`src/verilog/dlss_pkg.sv`:
```
// dlss_pkg: constants and types for the dual load switch sequencer.
// assumes a 10 MHz pclk and a 1 us internal time base tick.
package dlss_pkg;

  localparam int CLK_PERIOD_NS = 100;
  localparam int TICK_NS       = 1000;
  localparam int TICK_CYC      = TICK_NS / CLK_PERIOD_NS;
  localparam int TICK_US       = TICK_NS / 1000;

  // delays in their own units
  localparam int UV_DELAY_MS   = 160;
  localparam int DEBOUNCE_MS   = 10;
  localparam int BLANK_MS      = 5;
  localparam int COOL_S        = 4;
  localparam int OC_FILT_US    = 100;
  localparam int CH_UV_US      = 8;
  localparam int HI_UV_US      = 12;
  localparam int EN_CLR_US     = 20;

  // the same delays in time base ticks
  localparam int UV_TICKS      = UV_DELAY_MS * 1000 / TICK_US;
  localparam int DEB_TICKS     = DEBOUNCE_MS * 1000 / TICK_US;
  localparam int BLANK_TICKS   = BLANK_MS * 1000 / TICK_US;
  localparam int COOL_TICKS    = COOL_S * 1000000 / TICK_US;
  localparam int OC_TICKS      = (OC_FILT_US + TICK_US - 1) / TICK_US;
  localparam int CH_UV_TICKS   = (CH_UV_US + TICK_US - 1) / TICK_US;
  localparam int HI_UV_TICKS   = (HI_UV_US + TICK_US - 1) / TICK_US;
  localparam int EN_CLR_TICKS  = (EN_CLR_US + TICK_US - 1) / TICK_US;

  localparam int TMR_W         = 23;
  localparam int FLT_W         = 7;
  localparam int PRE_W         = 4;
  localparam int NCH           = 2;

  // apb register map
  localparam int ADDR_W        = 12;
  localparam logic [ADDR_W-1:0] CTRL_OFS   = 12'h000;
  localparam logic [ADDR_W-1:0] STATUS_OFS = 12'h004;
  localparam int CTRL_RETRY_BIT = 0;
  localparam logic CTRL_RETRY_RST = 1'h0;
  localparam int ST_UV_BIT     = 0;
  localparam int ST_FLT_LSB    = 1;
  localparam int ST_DRV_LSB    = 3;
  localparam int ST_DEB_LSB    = 5;

  typedef enum logic [2:0] {
    CH_OFF, CH_DEBOUNCE, CH_START, CH_IDLE, CH_CB_BLANK, CH_CB_ARMED, CH_LATCHED
  } dlss_chst_t;

  typedef struct packed {
    dlss_chst_t       st;
    logic [TMR_W-1:0] cnt;
    logic             drive;
    logic             pdn;
    logic             fast;
  } dlss_ch_t;

endpackage

```
`src/verilog/dlss_flt_if.sv`:
```
// dlss_flt_if: one asynchronous input, the time base tick, and its filtered views.
// assumes the filter and its user share pclk.
`timescale 1ns/1ps
interface dlss_flt_if;
  logic raw;
  logic tick;
  logic level;
  logic qual;
  modport filt (input raw, input tick, output level, output qual);
  modport user (output raw, output tick, input level, input qual);
endinterface

```
`src/verilog/dlss_top.sv`:
```
// dlss_top: two channel load switch start-up, breaker and lockout sequencer.
// assumes digital comparator inputs from the analog front end and an apb master.
`timescale 1ns/1ps
module dlss_top
  import dlss_pkg::*;
#(
  parameter int UV_T    = UV_TICKS,
  parameter int DEB_T   = DEB_TICKS,
  parameter int BLANK_T = BLANK_TICKS,
  parameter int COOL_T  = COOL_TICKS
) (
  input  wire logic                      pclk,
  input  wire logic                      presetn,
  input  wire logic                      psel,
  input  wire logic                      penable,
  input  wire logic                      pwrite,
  input  wire logic [dlss_pkg::ADDR_W-1:0] paddr,
  input  wire logic [31:0]               pwdata,
  output logic      [31:0]               prdata,
  output logic                           pready,
  output logic                           pslverr,
  input  wire logic                      vcc_hi_ok,
  input  wire logic [dlss_pkg::NCH-1:0]  channel_supply_ok,
  input  wire logic [dlss_pkg::NCH-1:0]  chan_enable_n,
  input  wire logic [dlss_pkg::NCH-1:0]  breaker_trip,
  input  wire logic [dlss_pkg::NCH-1:0]  severe_short,
  output logic      [dlss_pkg::NCH-1:0]  gate_charge_on,
  output logic      [dlss_pkg::NCH-1:0]  gate_pulldown_on,
  output logic      [dlss_pkg::NCH-1:0]  gate_fast_pulldown_on,
  output logic                           fault_n_o,
  output logic                           fault_n_oe
);
  import dlss_pkg::*;

  localparam logic [TMR_W-1:0] UV_END    = TMR_W'(UV_T - 1);
  localparam logic [TMR_W-1:0] DEB_END   = TMR_W'(DEB_T - 1);
  localparam logic [TMR_W-1:0] BLANK_END = TMR_W'(BLANK_T - 1);
  localparam logic [TMR_W-1:0] COOL_END  = TMR_W'(COOL_T - 1);
  localparam logic [PRE_W-1:0] PRE_LAST  = PRE_W'(TICK_CYC - 1);

  typedef struct packed {
    logic [PRE_W-1:0]   pre;
    logic               tick;
    logic               uv_ready;
    logic [TMR_W-1:0]   uv_cnt;
    logic               auto_retry;
    logic [31:0]        rdata;
    dlss_ch_t [NCH-1:0] ch;
  } dlss_state_t;

  dlss_state_t s_q;
  dlss_state_t s_d;

  logic             hi_low;
  logic             hi_lock;
  logic [NCH-1:0]   en_high;
  logic [NCH-1:0]   en_clr;
  logic [NCH-1:0]   sup_low;
  logic [NCH-1:0]   sup_uv;
  logic [NCH-1:0]   oc_lvl;
  logic [NCH-1:0]   oc_q;
  logic [NCH-1:0]   sev;
  logic [NCH-1:0]   latched;
  logic             wr_en;
  logic             rd_setup;
  logic             mapped;

  // every asynchronous input is synchronised here; all but severe_short are also qualified
  dlss_flt_if u_hi_if ();
  assign u_hi_if.raw  = ~vcc_hi_ok;
  assign u_hi_if.tick = s_q.tick;
  assign hi_low       = u_hi_if.level;
  assign hi_lock      = u_hi_if.qual;
  dlss_filter #(.N(HI_UV_TICKS)) u_hi_flt (
    .pclk    (pclk),
    .presetn (presetn),
    .f       (u_hi_if)
  );

  genvar gc;
  generate
    for (gc = 0; gc < NCH; gc++) begin : g_ch
      dlss_flt_if u_en_if ();
      dlss_flt_if u_sup_if ();
      dlss_flt_if u_oc_if ();
      dlss_flt_if u_sev_if ();
      assign u_en_if.raw   = chan_enable_n[gc];
      assign u_en_if.tick  = s_q.tick;
      assign u_sup_if.raw  = ~channel_supply_ok[gc];
      assign u_sup_if.tick = s_q.tick;
      assign u_oc_if.raw   = breaker_trip[gc];
      assign u_oc_if.tick  = s_q.tick;
      assign u_sev_if.raw  = severe_short[gc];
      assign u_sev_if.tick = s_q.tick;
      assign en_high[gc]   = u_en_if.level;
      assign en_clr[gc]    = u_en_if.qual;
      assign sup_low[gc]   = u_sup_if.level;
      assign sup_uv[gc]    = u_sup_if.qual;
      assign oc_lvl[gc]    = u_oc_if.level;
      assign oc_q[gc]      = u_oc_if.qual;
      assign sev[gc]       = u_sev_if.level;
      dlss_filter #(.N(EN_CLR_TICKS)) u_en_flt (
        .pclk    (pclk),
        .presetn (presetn),
        .f       (u_en_if)
      );
      dlss_filter #(.N(CH_UV_TICKS)) u_sup_flt (
        .pclk    (pclk),
        .presetn (presetn),
        .f       (u_sup_if)
      );
      dlss_filter #(.N(OC_TICKS)) u_oc_flt (
        .pclk    (pclk),
        .presetn (presetn),
        .f       (u_oc_if)
      );
      dlss_filter #(.N(1)) u_sev_flt (
        .pclk    (pclk),
        .presetn (presetn),
        .f       (u_sev_if)
      );
      assign latched[gc]               = (s_q.ch[gc].st == CH_LATCHED);
      assign gate_charge_on[gc]        = s_q.ch[gc].drive;
      assign gate_pulldown_on[gc]      = s_q.ch[gc].pdn;
      assign gate_fast_pulldown_on[gc] = s_q.ch[gc].fast;
    end
  endgenerate

  assign wr_en    = psel && penable && pwrite;
  assign rd_setup = psel && !penable && !pwrite;
  assign mapped   = (paddr == CTRL_OFS) || (paddr == STATUS_OFS);

  always_comb begin
    dlss_ch_t    nxt;
    logic [31:0] st_word;
    nxt     = '0;
    st_word = '0;
    s_d     = s_q;

    // free-running 1 us time base
    s_d.tick = (s_q.pre == PRE_LAST);
    s_d.pre  = s_d.tick ? '0 : s_q.pre + PRE_W'(1);

    // lockout of the higher supply and its turn-on delay
    if (hi_lock) begin
      s_d.uv_ready = 1'h0;
      s_d.uv_cnt   = '0;
    end else if (!s_q.uv_ready) begin
      if (hi_low) begin
        s_d.uv_cnt = '0;
      end else if (s_q.tick) begin
        if (s_q.uv_cnt == UV_END) begin
          s_d.uv_ready = 1'h1;
        end else begin
          s_d.uv_cnt = s_q.uv_cnt + TMR_W'(1);
        end
      end
    end

    // one independent sequencer per channel
    for (int c = 0; c < NCH; c++) begin
      nxt = s_q.ch[c];
      if (!s_q.uv_ready || hi_lock) begin
        nxt.st  = CH_OFF;
        nxt.cnt = '0;
      end else if (sup_uv[c]) begin
        nxt.st  = CH_OFF;
        nxt.cnt = '0;
      end else begin
        unique case (s_q.ch[c].st)
          CH_OFF: begin
            if (!sup_low[c] && !en_high[c]) begin
              nxt.st  = CH_DEBOUNCE;
              nxt.cnt = '0;
            end
          end
          CH_DEBOUNCE: begin
            if (sup_low[c] || en_high[c]) begin
              nxt.st  = CH_OFF;
              nxt.cnt = '0;
            end else if (s_q.tick) begin
              if (s_q.ch[c].cnt == DEB_END) begin
                nxt.st  = CH_START;
                nxt.cnt = '0;
              end else begin
                nxt.cnt = s_q.ch[c].cnt + TMR_W'(1);
              end
            end
          end
          CH_START: begin
            if (en_high[c]) begin
              nxt.st  = CH_OFF;
              nxt.cnt = '0;
            end else if (s_q.tick) begin
              if (s_q.ch[c].cnt == BLANK_END) begin
                nxt.st  = oc_lvl[c] ? CH_LATCHED : CH_IDLE;
                nxt.cnt = '0;
              end else begin
                nxt.cnt = s_q.ch[c].cnt + TMR_W'(1);
              end
            end
          end
          CH_IDLE: begin
            if (en_high[c]) begin
              nxt.st  = CH_OFF;
              nxt.cnt = '0;
            end else if (oc_q[c]) begin
              nxt.st  = CH_CB_BLANK;
              nxt.cnt = '0;
            end
          end
          CH_CB_BLANK: begin
            if (en_high[c]) begin
              nxt.st  = CH_OFF;
              nxt.cnt = '0;
            end else if (s_q.tick) begin
              if (s_q.ch[c].cnt == BLANK_END) begin
                nxt.st  = CH_CB_ARMED;
                nxt.cnt = '0;
              end else begin
                nxt.cnt = s_q.ch[c].cnt + TMR_W'(1);
              end
            end
          end
          CH_CB_ARMED: begin
            if (en_high[c]) begin
              nxt.st  = CH_OFF;
              nxt.cnt = '0;
            end else if (oc_q[c]) begin
              nxt.st  = CH_LATCHED;
              nxt.cnt = '0;
            end else if (s_q.tick) begin
              if (s_q.ch[c].cnt == BLANK_END) begin
                nxt.st  = CH_IDLE;
                nxt.cnt = '0;
              end else begin
                nxt.cnt = s_q.ch[c].cnt + TMR_W'(1);
              end
            end
          end
          CH_LATCHED: begin
            if (en_clr[c]) begin
              nxt.st  = CH_OFF;
              nxt.cnt = '0;
            end else if (s_q.auto_retry && s_q.tick) begin
              if (s_q.ch[c].cnt == COOL_END) begin
                nxt.st  = CH_OFF;
                nxt.cnt = '0;
              end else begin
                nxt.cnt = s_q.ch[c].cnt + TMR_W'(1);
              end
            end
          end
          default: begin
            nxt.st  = CH_OFF;
            nxt.cnt = '0;
          end
        endcase
      end
      // latched exits only by the clears above, en_clr, or the cool-down when auto_retry is set
      nxt.drive = nxt.st inside {CH_START, CH_IDLE, CH_CB_BLANK, CH_CB_ARMED};
      nxt.pdn   = !nxt.drive;
      // fast pulldown only while the severe comparator fires; limiting then resumes
      nxt.fast  = nxt.drive && sev[c];
      s_d.ch[c] = nxt;
    end

    // apb: write control, read data latched in the setup phase
    if (wr_en && paddr == CTRL_OFS) begin
      s_d.auto_retry = pwdata[CTRL_RETRY_BIT];
    end
    st_word[ST_UV_BIT] = s_q.uv_ready;
    for (int c = 0; c < NCH; c++) begin
      st_word[ST_FLT_LSB + c] = latched[c];
      st_word[ST_DRV_LSB + c] = s_q.ch[c].drive;
      st_word[ST_DEB_LSB + c] = (s_q.ch[c].st == CH_DEBOUNCE);
    end
    if (rd_setup) begin
      if (paddr == CTRL_OFS) begin
        s_d.rdata                 = 32'h0000_0000;
        s_d.rdata[CTRL_RETRY_BIT] = s_q.auto_retry;
      end else if (paddr == STATUS_OFS) begin
        s_d.rdata = st_word;
      end else begin
        s_d.rdata = 32'h0000_0000;
      end
    end
  end

  always_ff @(posedge pclk or negedge presetn) begin
    if (!presetn) begin
      s_q            <= '0;
      s_q.auto_retry <= CTRL_RETRY_RST;
      for (int c = 0; c < NCH; c++) begin
        s_q.ch[c].pdn <= 1'h1;
      end
    end else begin
      s_q <= s_d;
    end
  end

  assign prdata     = s_q.rdata;
  assign pready     = 1'h1;
  assign pslverr    = psel && penable && (!mapped || (pwrite && paddr == STATUS_OFS));
  assign fault_n_o  = 1'h0;
  assign fault_n_oe = |latched;
endmodule

```
`src/verilog/dlss_filter.sv`:
```
// dlss_filter: two flop synchroniser and persistence qualifier.
// assumes raw is asynchronous; qual rises once level held for N ticks.
`timescale 1ns/1ps
module dlss_filter
  import dlss_pkg::*;
#(
  parameter int N = 1
) (
  input  wire logic   pclk,
  input  wire logic   presetn,
  dlss_flt_if.filt    f
);
  import dlss_pkg::*;

  localparam logic [FLT_W-1:0] LAST = FLT_W'(N);

  typedef struct packed {
    logic             s1;
    logic             s2;
    logic [FLT_W-1:0] cnt;
    logic             qual;
  } dlss_flt_t;

  dlss_flt_t s_q;
  dlss_flt_t s_d;

  always_comb begin
    s_d      = s_q;
    s_d.s1   = f.raw;
    s_d.s2   = s_q.s1;
    if (!s_q.s2) begin
      s_d.cnt = '0;
    end else if (f.tick && s_q.cnt != LAST) begin
      s_d.cnt = s_q.cnt + FLT_W'(1);
    end
    s_d.qual = s_q.s2 && (s_d.cnt == LAST);
  end

  always_ff @(posedge pclk or negedge presetn) begin
    if (!presetn) begin
      s_q <= '0;
    end else begin
      s_q <= s_d;
    end
  end

  assign f.level = s_q.s2;
  assign f.qual  = s_q.qual;

endmodule

```
`config.mk`:
```
export PLATFORM = sky130hd
export DESIGN_NAME = dlss_top
export DESIGN_NICKNAME = d
export VERILOG_FILES = /design/src/verilog/dlss_pkg.sv /design/src/verilog/dlss_flt_if.sv /design/src/verilog/dlss_top.sv /design/src/verilog/dlss_filter.sv
export SDC_FILE = /design/constraint.sdc
export NUM_CORES = 1
export LEC_CHECK = 0
export BUFFER_PORTS_ARGS = -buffer_cell sky130_fd_sc_hd__buf_2
export CAP_MARGIN = 5
export CORE_MARGIN = 10
export CORE_UTILIZATION = 50
export CTS_CLUSTER_SIZE = 10
export DETAILED_ROUTE_END_ITERATION = 7
export PLACE_DENSITY = 0.74
export SLEW_MARGIN = 20
export SYNTH_ARGS = -nofsm -noshare
export SYNTH_HDL_FRONTEND = slang
export SYNTH_SLANG_ARGS = --single-unit
```
`constraint.sdc`:
```
create_clock -name pclk -period 2.4 [get_ports pclk]
set_input_delay 0.36 -clock pclk [delete_from_list [all_inputs] [get_ports pclk]]
set_output_delay 0.36 -clock pclk [all_outputs]
set_load 0.02 [all_outputs]
```
==> reports/metrics.cfg, run 1 <==
[clocking]
clk_root_buffer_cell=sky130_fd_sc_hd__clkbuf_16
cts_inserted_buffers=17
cts_tree=done
maximum_level_of_the_cts_h_tree=4
clock_insertion_delay_worst_skew_ns=0.43
cts-root-to-sink-buffers=2
cts.sinks=169
path_clk_slew_ns=0.07

[place]
post-dp-hpwl_um=15800
gpl.final_weighted_congestion=0.921
dpl_cell_area_um2=10300
port_buffers=41
numPlacedInstances=1326

[synth]
commonest_cells_in_the_synthesized_netlist=sky130_fd_sc_hd__dfrtp_1 (167), sky130_fd_sc_hd__nor2_1 (80), sky130_fd_sc_hd__nand2_1 (78)
synth-xor-area-share=0.0470
yosys_most_used_dff=sky130_fd_sc_hd__dfrtp_1
synth_top_area_share=0.440
muxShareOfSynthArea=0.0150
synth_area_per_cell_um2=9.30
async_sr_flop_fraction=1.00
mappedNetlistArea_um2=9500
yosys.area_share.adder=0.0235
synth_compound_area_frac=0.147
sequential_area_share_after_synthesis=0.446
synth_simple_gate_area_frac=0.253
synth.largest_area_cell=sky130_fd_sc_hd__dfrtp_1
synth_top_family_by_area=simple AND/OR/NAND/NOR gates
number_of_enable_flip_flop_cells_after_synthesis=0
total_of_flip_flops_plus_latches_after_synthesis=169
synth_most_common_cell=sky130_fd_sc_hd__dfrtp_1
synthTopCellsByArea=sky130_fd_sc_hd__dfrtp_1 (44%), sky130_fd_sc_hd__buf_4 (3.2%), sky130_fd_sc_hd__nor2_1 (3.2%), sky130_fd_sc_hd__nand2_1 (3.1%), sky130_fd_sc_hd__xnor2_1 (2.7%)
synth.yosys.warnings=0
synthesis.instances=1021
netlist_cell_types=77

[sta]
timing.final.hold_violations=0
setup_viol=1
slew_headroom=0.592
fmax_ghz=0.410
layout_worst_path_cycle_share=1.02
post-route-worst-setup-slack_ns=-0.0417
setup_repair_after_global_routing_missed_its_margin=yes
fin_crit_ns=2.44
fin_worst_hold_slack_ns=0.0287
final.setup_skew_ns=0.00941
pins_over_their_slew_limit=0
timing_worst_slew_pin_value_ns=0.606

[worst_hold_path]
worst_hold_path_type=in2reg
hold_path_startpoint=chan_enable_n[1]

[critical_path]
timing.critical_path.slowest_cell_delay_ns=0.59
critical_path_cell_sequence=or4_4 -> or4_4 -> o32ai_4 -> a21oi_2 -> xor2_1 -> or3b_1
critical_path.max_fanout=3
crit-reg2reg-launch=s_q[50]$_DFFE_PN0P_
startpoint=s_q[50]$_DFFE_PN0P_
timing.setup.critical_path_class=reg2reg
worst_setup_path_end_kind=flop
worst_setup_path_start_kind=flop
crit_path_dat_ns=2.80
worst_path_required_ns=2.76
critical_path.most_common_cell=sky130_fd_sc_hd__or4_4
cpMaxStageDelayCell=sky130_fd_sc_hd__or4_4

[finish]
areaGrowthSynthToFinish_pct=17.4
finalNonFillerCells=1363
layout-drive-gt1-share=0.180
antenna_cells_inserted=0
design.final.nets=1191
design_area_um2=11100

[die]
die_area_um2=24900
fp.dieH_um=158
die_width_um=158
ios=100
initial_utilization=0.508
floorplan.rows=50
floorplan.core_area_um2=18700

[routing]
wirelength_per_cell_um=16.6
drtAntennaViolNets=0
drcViolationCount=0
drt-vias-per-instance=5.79
dr.pass1.iters=5
detail_route.wirelength_um=22600
dr.first_iter.drc_count=652
vias_after_detailed_routing=7897

[grt]
largest_net_degree_at_the_start_of_global_routing=61
first_global_vias=7798
grt_util_all_layers=0.182
grt_antenna_before_repair=0
grt_remaining_overflow=0
first_pass_grt_wire_length_um=37300

[pwr]
total_leakage_power_nw=4.92
power.density_cell_area_nw_per_um2=540
power.ir.vdd_worst_mv=0.489

[status]
outcome=finished with violations
failing_checks=negative setup slack

[flow_run]
max-cap-violations=0

==> state kept, by name, indices dropped and copies added, names as in the netlist, 7 cells and up <==
signal / count
g_ch.u_en_flt.s_q: 14
g_ch.u_oc_flt.s_q: 14
g_ch.u_sup_flt.s_q: 14
prdata: 7
s_q: 81
u_hi_flt.s_q: 7
==> report_power, final <==
| part | switching, mW | internal, mW | total [mW] |
|---|---|---|---|
| clock network | 1.15 | 1.80 | 2.96 |
| logic | 0.132 | 0.0458 | 0.178 |
| registers | 0.0198 | 2.86 | 2.88 |
| total | 1.30 | 4.71 | 6.02 |
==> critical path, delay by kind of cell, from the launching register on <==
family	cells	cell delay (ns)
AND/OR/NAND/NOR	3	1.52
AO/OA/AOI/OAI	2	0.29
flip-flops	1	0.38
XOR/XNOR	1	0.18
==> cell usage in the layout, fill, tap and decap left out, drive strengths merged, types with 5 or more instances in the layout <==
cell type,count
a211oi,8
a21boi,9
a21o,12
a21oi,41
a22o,22
a31oi,14
and2,31
and3,16
buf,124
clkbuf,22
conb,27
dfrtp,167
ha,17
inv,48
mux2i,12
nand2,78
nand2b,15
nand3,39
nand4,36
nor2,80
nor2b,15
nor3,26
nor3b,6
nor4,24
nor4b,8
nor4bb,6
o21a,5
o21ai,50
o31ai,10
or2,7
or3,17
or4,7
xnor2,29
xor2,22
==> routing by layer <==
layer,share of wire,vias to the layer above,track usage
met4,0.0099,0,0.0476
met2,0.50,200,0.306
li1,-,3810,-
met1,0.43,3865,0.231
met5,0,-,0
met3,0.054,22,0.0426
==> final timing paths <==
path                       slack [ns]                           endpoint  depth (start not counted)
hold / removal                   0.03  g_ch[1].u_en_flt.s_d[8]$_DFF_PN0_                          1
max in group asynchronous        1.17                  s_q[57]$_DFF_PN0_                          3
hold reg to reg                  0.35         u_hi_flt.f.level$_DFF_PN0_                          0
setup / recovery                -0.04      gate_pulldown_on[1]$_DFF_PN1_                          6
min in group asynchronous        0.48                s_q[33]$_DFFE_PN0P_                          2
setup reg to reg                -0.04      gate_pulldown_on[1]$_DFF_PN1_                          6
==> area by class of cell <==
| cell class | instances | area [um2] |
|---|---|---|
| Clock buffer | 22 | 464 |
| Sequential cell | 169 | 4240 |
| Multi-Input combinational cell | 755 | 4910 |
| Clock inverter | 10 | 166 |
| Timing Repair Buffer | 125 | 895 |
| Inverter | 48 | 180 |
| Tap cell | 234 | 293 |
| Fill cell | 1534 | 7560 |
==> logic make-up (layout without fill, tap and decap cells) <==
kind of cell	Yosys count	after routing
adder cells (fa/ha/maj)	18	18
multiplexers	14	14
AO/OA/AOI/OAI	208	208
other	2	27
buffers and inverters	122	205
AND/OR/NAND/NOR	437	437
XOR/XNOR	51	51
flip-flops	169	169
==> what timing repair did <==
action	CTS	global route
hold endpoints to repair	55	0
setup endpoints to repair	24	33
gates resized for setup	11	21
buffers inserted	0	4
pin swaps	1	7
hold buffers	1	0
cloned	0	0
==> stage by stage <==
stage | utilization | setup TNS, ns | power (mW) | setup slack [ns]
2_1_floorplan | - | -0.00107 | 3.03 | -0.00107
3_3_place_gp | 0.550 | -0.0295 | 3.11 | -0.0210
3_5_place_dp | 0.550 | -0.349 | 3.11 | -0.0847
4_1_cts | 0.587 | -0.00701 | 6.06 | -0.00685
5_1_grt | 0.596 | -0.325 | 6.21 | -0.0918
6_report | 0.596 | -0.0417 | 6.02 | -0.0417
Note: power is estimated with default switching activity, not from simulation.
==> run 2: changes to the inputs <==
--- a/config.mk
+++ b/config.mk
@@ -5,6 +5,7 @@
 export SDC_FILE = /design/constraint.sdc
 export NUM_CORES = 1
 export LEC_CHECK = 0
+export ABC_AREA = 1
 export BUFFER_PORTS_ARGS = -buffer_cell sky130_fd_sc_hd__buf_2
 export CAP_MARGIN = 5
 export CORE_MARGIN = 10
==> reports/metrics.cfg, run 2 <==
[status]
outcome=finished, final reports clean

[clocking]
clock_insertion_delay_worst_skew_ns=0.44  ; about the same
path_clk_slew_ns=0.08  ; about the same
cts_inserted_buffers=17  ; unchanged
cts-root-to-sink-buffers=2  ; unchanged
cts_tree=done
cts.sinks=169  ; unchanged
maximum_level_of_the_cts_h_tree=4  ; unchanged
clk_root_buffer_cell=sky130_fd_sc_hd__clkbuf_16

[sta]
setup_viol=0  ; -1
layout_worst_path_cycle_share=0.914  ; -0.103
fin_crit_ns=2.19  ; -0.248 ns
slew_headroom=0.673  ; +0.0804
post-route-worst-setup-slack_ns=0.206  ; +0.248 ns
setup_repair_after_global_routing_missed_its_margin=no
timing_worst_slew_pin_value_ns=0.487  ; -0.120 ns
timing.final.hold_violations=0  ; unchanged
fin_setup_tns_ns=0  ; +0.0417 ns
final.setup_skew_ns=0.0106  ; +0.00114 ns
fmax_ghz=0.456  ; +11%
pins_over_their_slew_limit=0  ; unchanged

[finish]
multiInputGateArea_um2=4830  ; -1.7%
design.final.nets=1530  ; +28%
layout-drive-gt1-share=0.0892  ; -0.0906
commonest_cells_after_routing_fill_and_taps_aside=sky130_fd_sc_hd__nand2_1 (287), sky130_fd_sc_hd__inv_1 (218), sky130_fd_sc_hd__nor2_1 (179), sky130_fd_sc_hd__dfrtp_1 (167), sky130_fd_sc_hd__nand3_1 (151)
largest_register_ffs=81  ; unchanged
antenna_cells_inserted=0  ; unchanged
finish.utilization=0.556  ; -0.0397
fillerInstances=1833  ; +19%
top_register_by_number_of_flip_flops=s_q
final_common_cell=sky130_fd_sc_hd__nand2_1
areaGrowthSynthToFinish_pct=9.68
finalNonFillerCells=1738  ; +28%
sequential_cell_area_um2=4230  ; about the same

[synth]
yosys_most_used_dff=sky130_fd_sc_hd__dfrtp_1
synthesis.instances=1413  ; +38%
number_of_enable_flip_flop_cells_after_synthesis=0  ; unchanged
commonest_cells_in_the_synthesized_netlist=sky130_fd_sc_hd__nand2_1 (287), sky130_fd_sc_hd__inv_1 (218), sky130_fd_sc_hd__nor2_1 (179)
total_of_flip_flops_plus_latches_after_synthesis=169  ; unchanged
netlist_cell_types=51  ; -34%
synth_top_area_share=0.407  ; -0.0328
mappedNetlistArea_um2=10300  ; +8.1%
synthTopCellsByArea=sky130_fd_sc_hd__dfrtp_1 (41%), sky130_fd_sc_hd__nand2_1 (11%), sky130_fd_sc_hd__inv_1 (8.0%), sky130_fd_sc_hd__nand3_1 (7.4%), sky130_fd_sc_hd__nor2_1 (6.5%)
sequential_area_share_after_synthesis=0.412  ; -0.0332
synth.yosys.warnings=0  ; unchanged
async_sr_flop_fraction=1.00  ; unchanged
synth_most_common_cell=sky130_fd_sc_hd__nand2_1
synth_area_per_cell_um2=7.26  ; -22%
synth.largest_area_cell=sky130_fd_sc_hd__dfrtp_1

[pwr]
fin_total_pwr_mw=5.88  ; -2.3%
power.density_cell_area_nw_per_um2=523  ; -3.2%
power.ir.vdd_worst_mv=0.432  ; -12%
total_leakage_power_nw=5.55  ; +13%

[grt]
grt_remaining_overflow=0  ; unchanged
grt_util_all_layers=0.174  ; -0.00816
largest_net_degree_at_the_start_of_global_routing=53  ; -13%
first_global_vias=8617  ; +11%
first_pass_grt_wire_length_um=39300  ; +5.2%
grt_antenna_before_repair=0  ; unchanged

[routing]
dr.pass1.iters=5  ; unchanged
drtAntennaViolNets=0  ; unchanged
drcViolationCount=0  ; unchanged
dr.first_iter.drc_count=741  ; +14%
detail_route.wirelength_um=22600  ; +0.22%
wirelength_per_cell_um=13.0  ; -21%
vias_after_detailed_routing=9034  ; +14%
drt-vias-per-instance=5.20  ; -10%

[critical_path]
timing.setup.critical_path_class=reg2reg
worst_setup_path_start_kind=flop
worst_setup_path_end_kind=flop
crit_path_dat_ns=2.53  ; -0.27 ns
worst_path_required_ns=2.74  ; -0.02 ns
critical_path.max_fanout=13  ; +10

[flow_run]
max-cap-violations=0  ; unchanged

[die]
ios=100  ; unchanged
die_width_um=163  ; +3.4%
die_area_um2=26600  ; +7.0%
fp.dieH_um=163  ; +3.4%
initial_utilization=0.507  ; -0.000576
floorplan.rows=52  ; +4.0%
floorplan.core_area_um2=20200  ; +8.2%

[worst_hold_path]
worst_hold_path_type=in2reg

[place]
port_buffers=41  ; unchanged
gpl.final_weighted_congestion=0.932  ; +1.1%
preCtsSetupSlack_ns=0.246  ; +0.330 ns
post-dp-hpwl_um=16900  ; +7.5%
numPlacedInstances=1705  ; +29%

## run 2: critical path, cell delays in order, from the launching register on
cell                      delay, ns
sky130_fd_sc_hd__dfrtp_1       0.39
sky130_fd_sc_hd__ha_1          0.18
sky130_fd_sc_hd__nand2_1       0.07
sky130_fd_sc_hd__inv_1         0.09
sky130_fd_sc_hd__nand2_1       0.11
sky130_fd_sc_hd__nor2_1        0.23
sky130_fd_sc_hd__nand3_1       0.17
sky130_fd_sc_hd__nand3_1       0.10
sky130_fd_sc_hd__nand3_1       0.07
sky130_fd_sc_hd__nand2_1       0.10
sky130_fd_sc_hd__nand2_1       0.16
sky130_fd_sc_hd__inv_2         0.26
sky130_fd_sc_hd__nor2_1        0.07
sky130_fd_sc_hd__nand2_1       0.07
sky130_fd_sc_hd__inv_1         0.03
## run 2: metal layers
layer,GRT usage,vias up,routed length [um]
li1,-,4564,-
met1,0.236,4165,10600
met2,0.273,276,10200
met3,0.0355,29,1450
met4,0.0578,0,320
met5,0,-,0
## run 2: power breakdown
part / internal, mW / leakage [nW] / switching, mW / total, mW
clock network: 1.49 / 0.291 / 1.30 / 2.80
logic: 0.0501 / 2.96 / 0.151 / 0.201
registers: 2.86 / 2.30 / 0.0186 / 2.88
total: 4.41 / 5.55 / 1.47 / 5.88
## run 2: layout make-up
type                    count  area share
clock inverters            15      0.0157
repair buffers             64      0.0366
inverters                 224      0.0747
clock buffers              17      0.0378
flip-flops and latches    169       0.376
well taps                 270      0.0300
multi-input cells         979       0.429
## run 2: worst paths after layout
kind / from / endpoint / slack (ns) / depth (start not counted)
setup / recovery: s_q[32]$_DFFE_PN0P_ / s_q[54]$_DFFE_PN0P_ / 0.21 / 14
hold / removal: breaker_trip[1] / g_ch[1].u_oc_flt.s_d[8]$_DFF_PN0_ / 0.02 / 1
setup reg to reg: s_q[32]$_DFFE_PN0P_ / s_q[54]$_DFFE_PN0P_ / 0.21 / 14
hold reg to reg: g_ch[0].u_en_flt.s_d[8]$_DFF_PN0_ / g_ch[0].u_en_flt.f.level$_DFF_PN0_ / 0.35 / 0
max in group asynchronous: presetn / u_hi_flt.s_q[5]$_DFF_PN0_ / 1.25 / 3
min in group asynchronous: presetn / g_ch[0].u_sup_flt.s_d[8]$_DFF_PN0_ / 0.44 / 2
## run 2: cell families (layout without fill, tap and decap cells)
kind of cell,after synthesis,count (layout),synth area share
AOI/OAI and AO/OA,136,136,0.0750
xor gates and xnor gates,41,41,0.0350
adders and majority gates,17,17,0.0207
buffers and inverters,290,320,0.127
DFF,169,169,0.412
other,2,27,0.000732
and+or+nand+nor,758,758,0.329
## run 2: per-stage QoR
| step | hold slack (ns) | cell area [um2] |
|---|---|---|
| after global routing | 0.000990 | 11300 |
| final | 0.0186 | 11300 |
| after detailed placement | 0.336 | 10600 |
| after floorplan | 0.0644 | 10400 |
| after global placement | 0.332 | 10600 |
| after CTS | 0.00820 | 11200 |
## run 2: timing repair
item,4_1_cts,5_1_grt
setup buffers,0,0
resized for setup,0,2
setup endpoints to repair,0,1
hold buffers,1,0
hold endpoints to repair,49,0
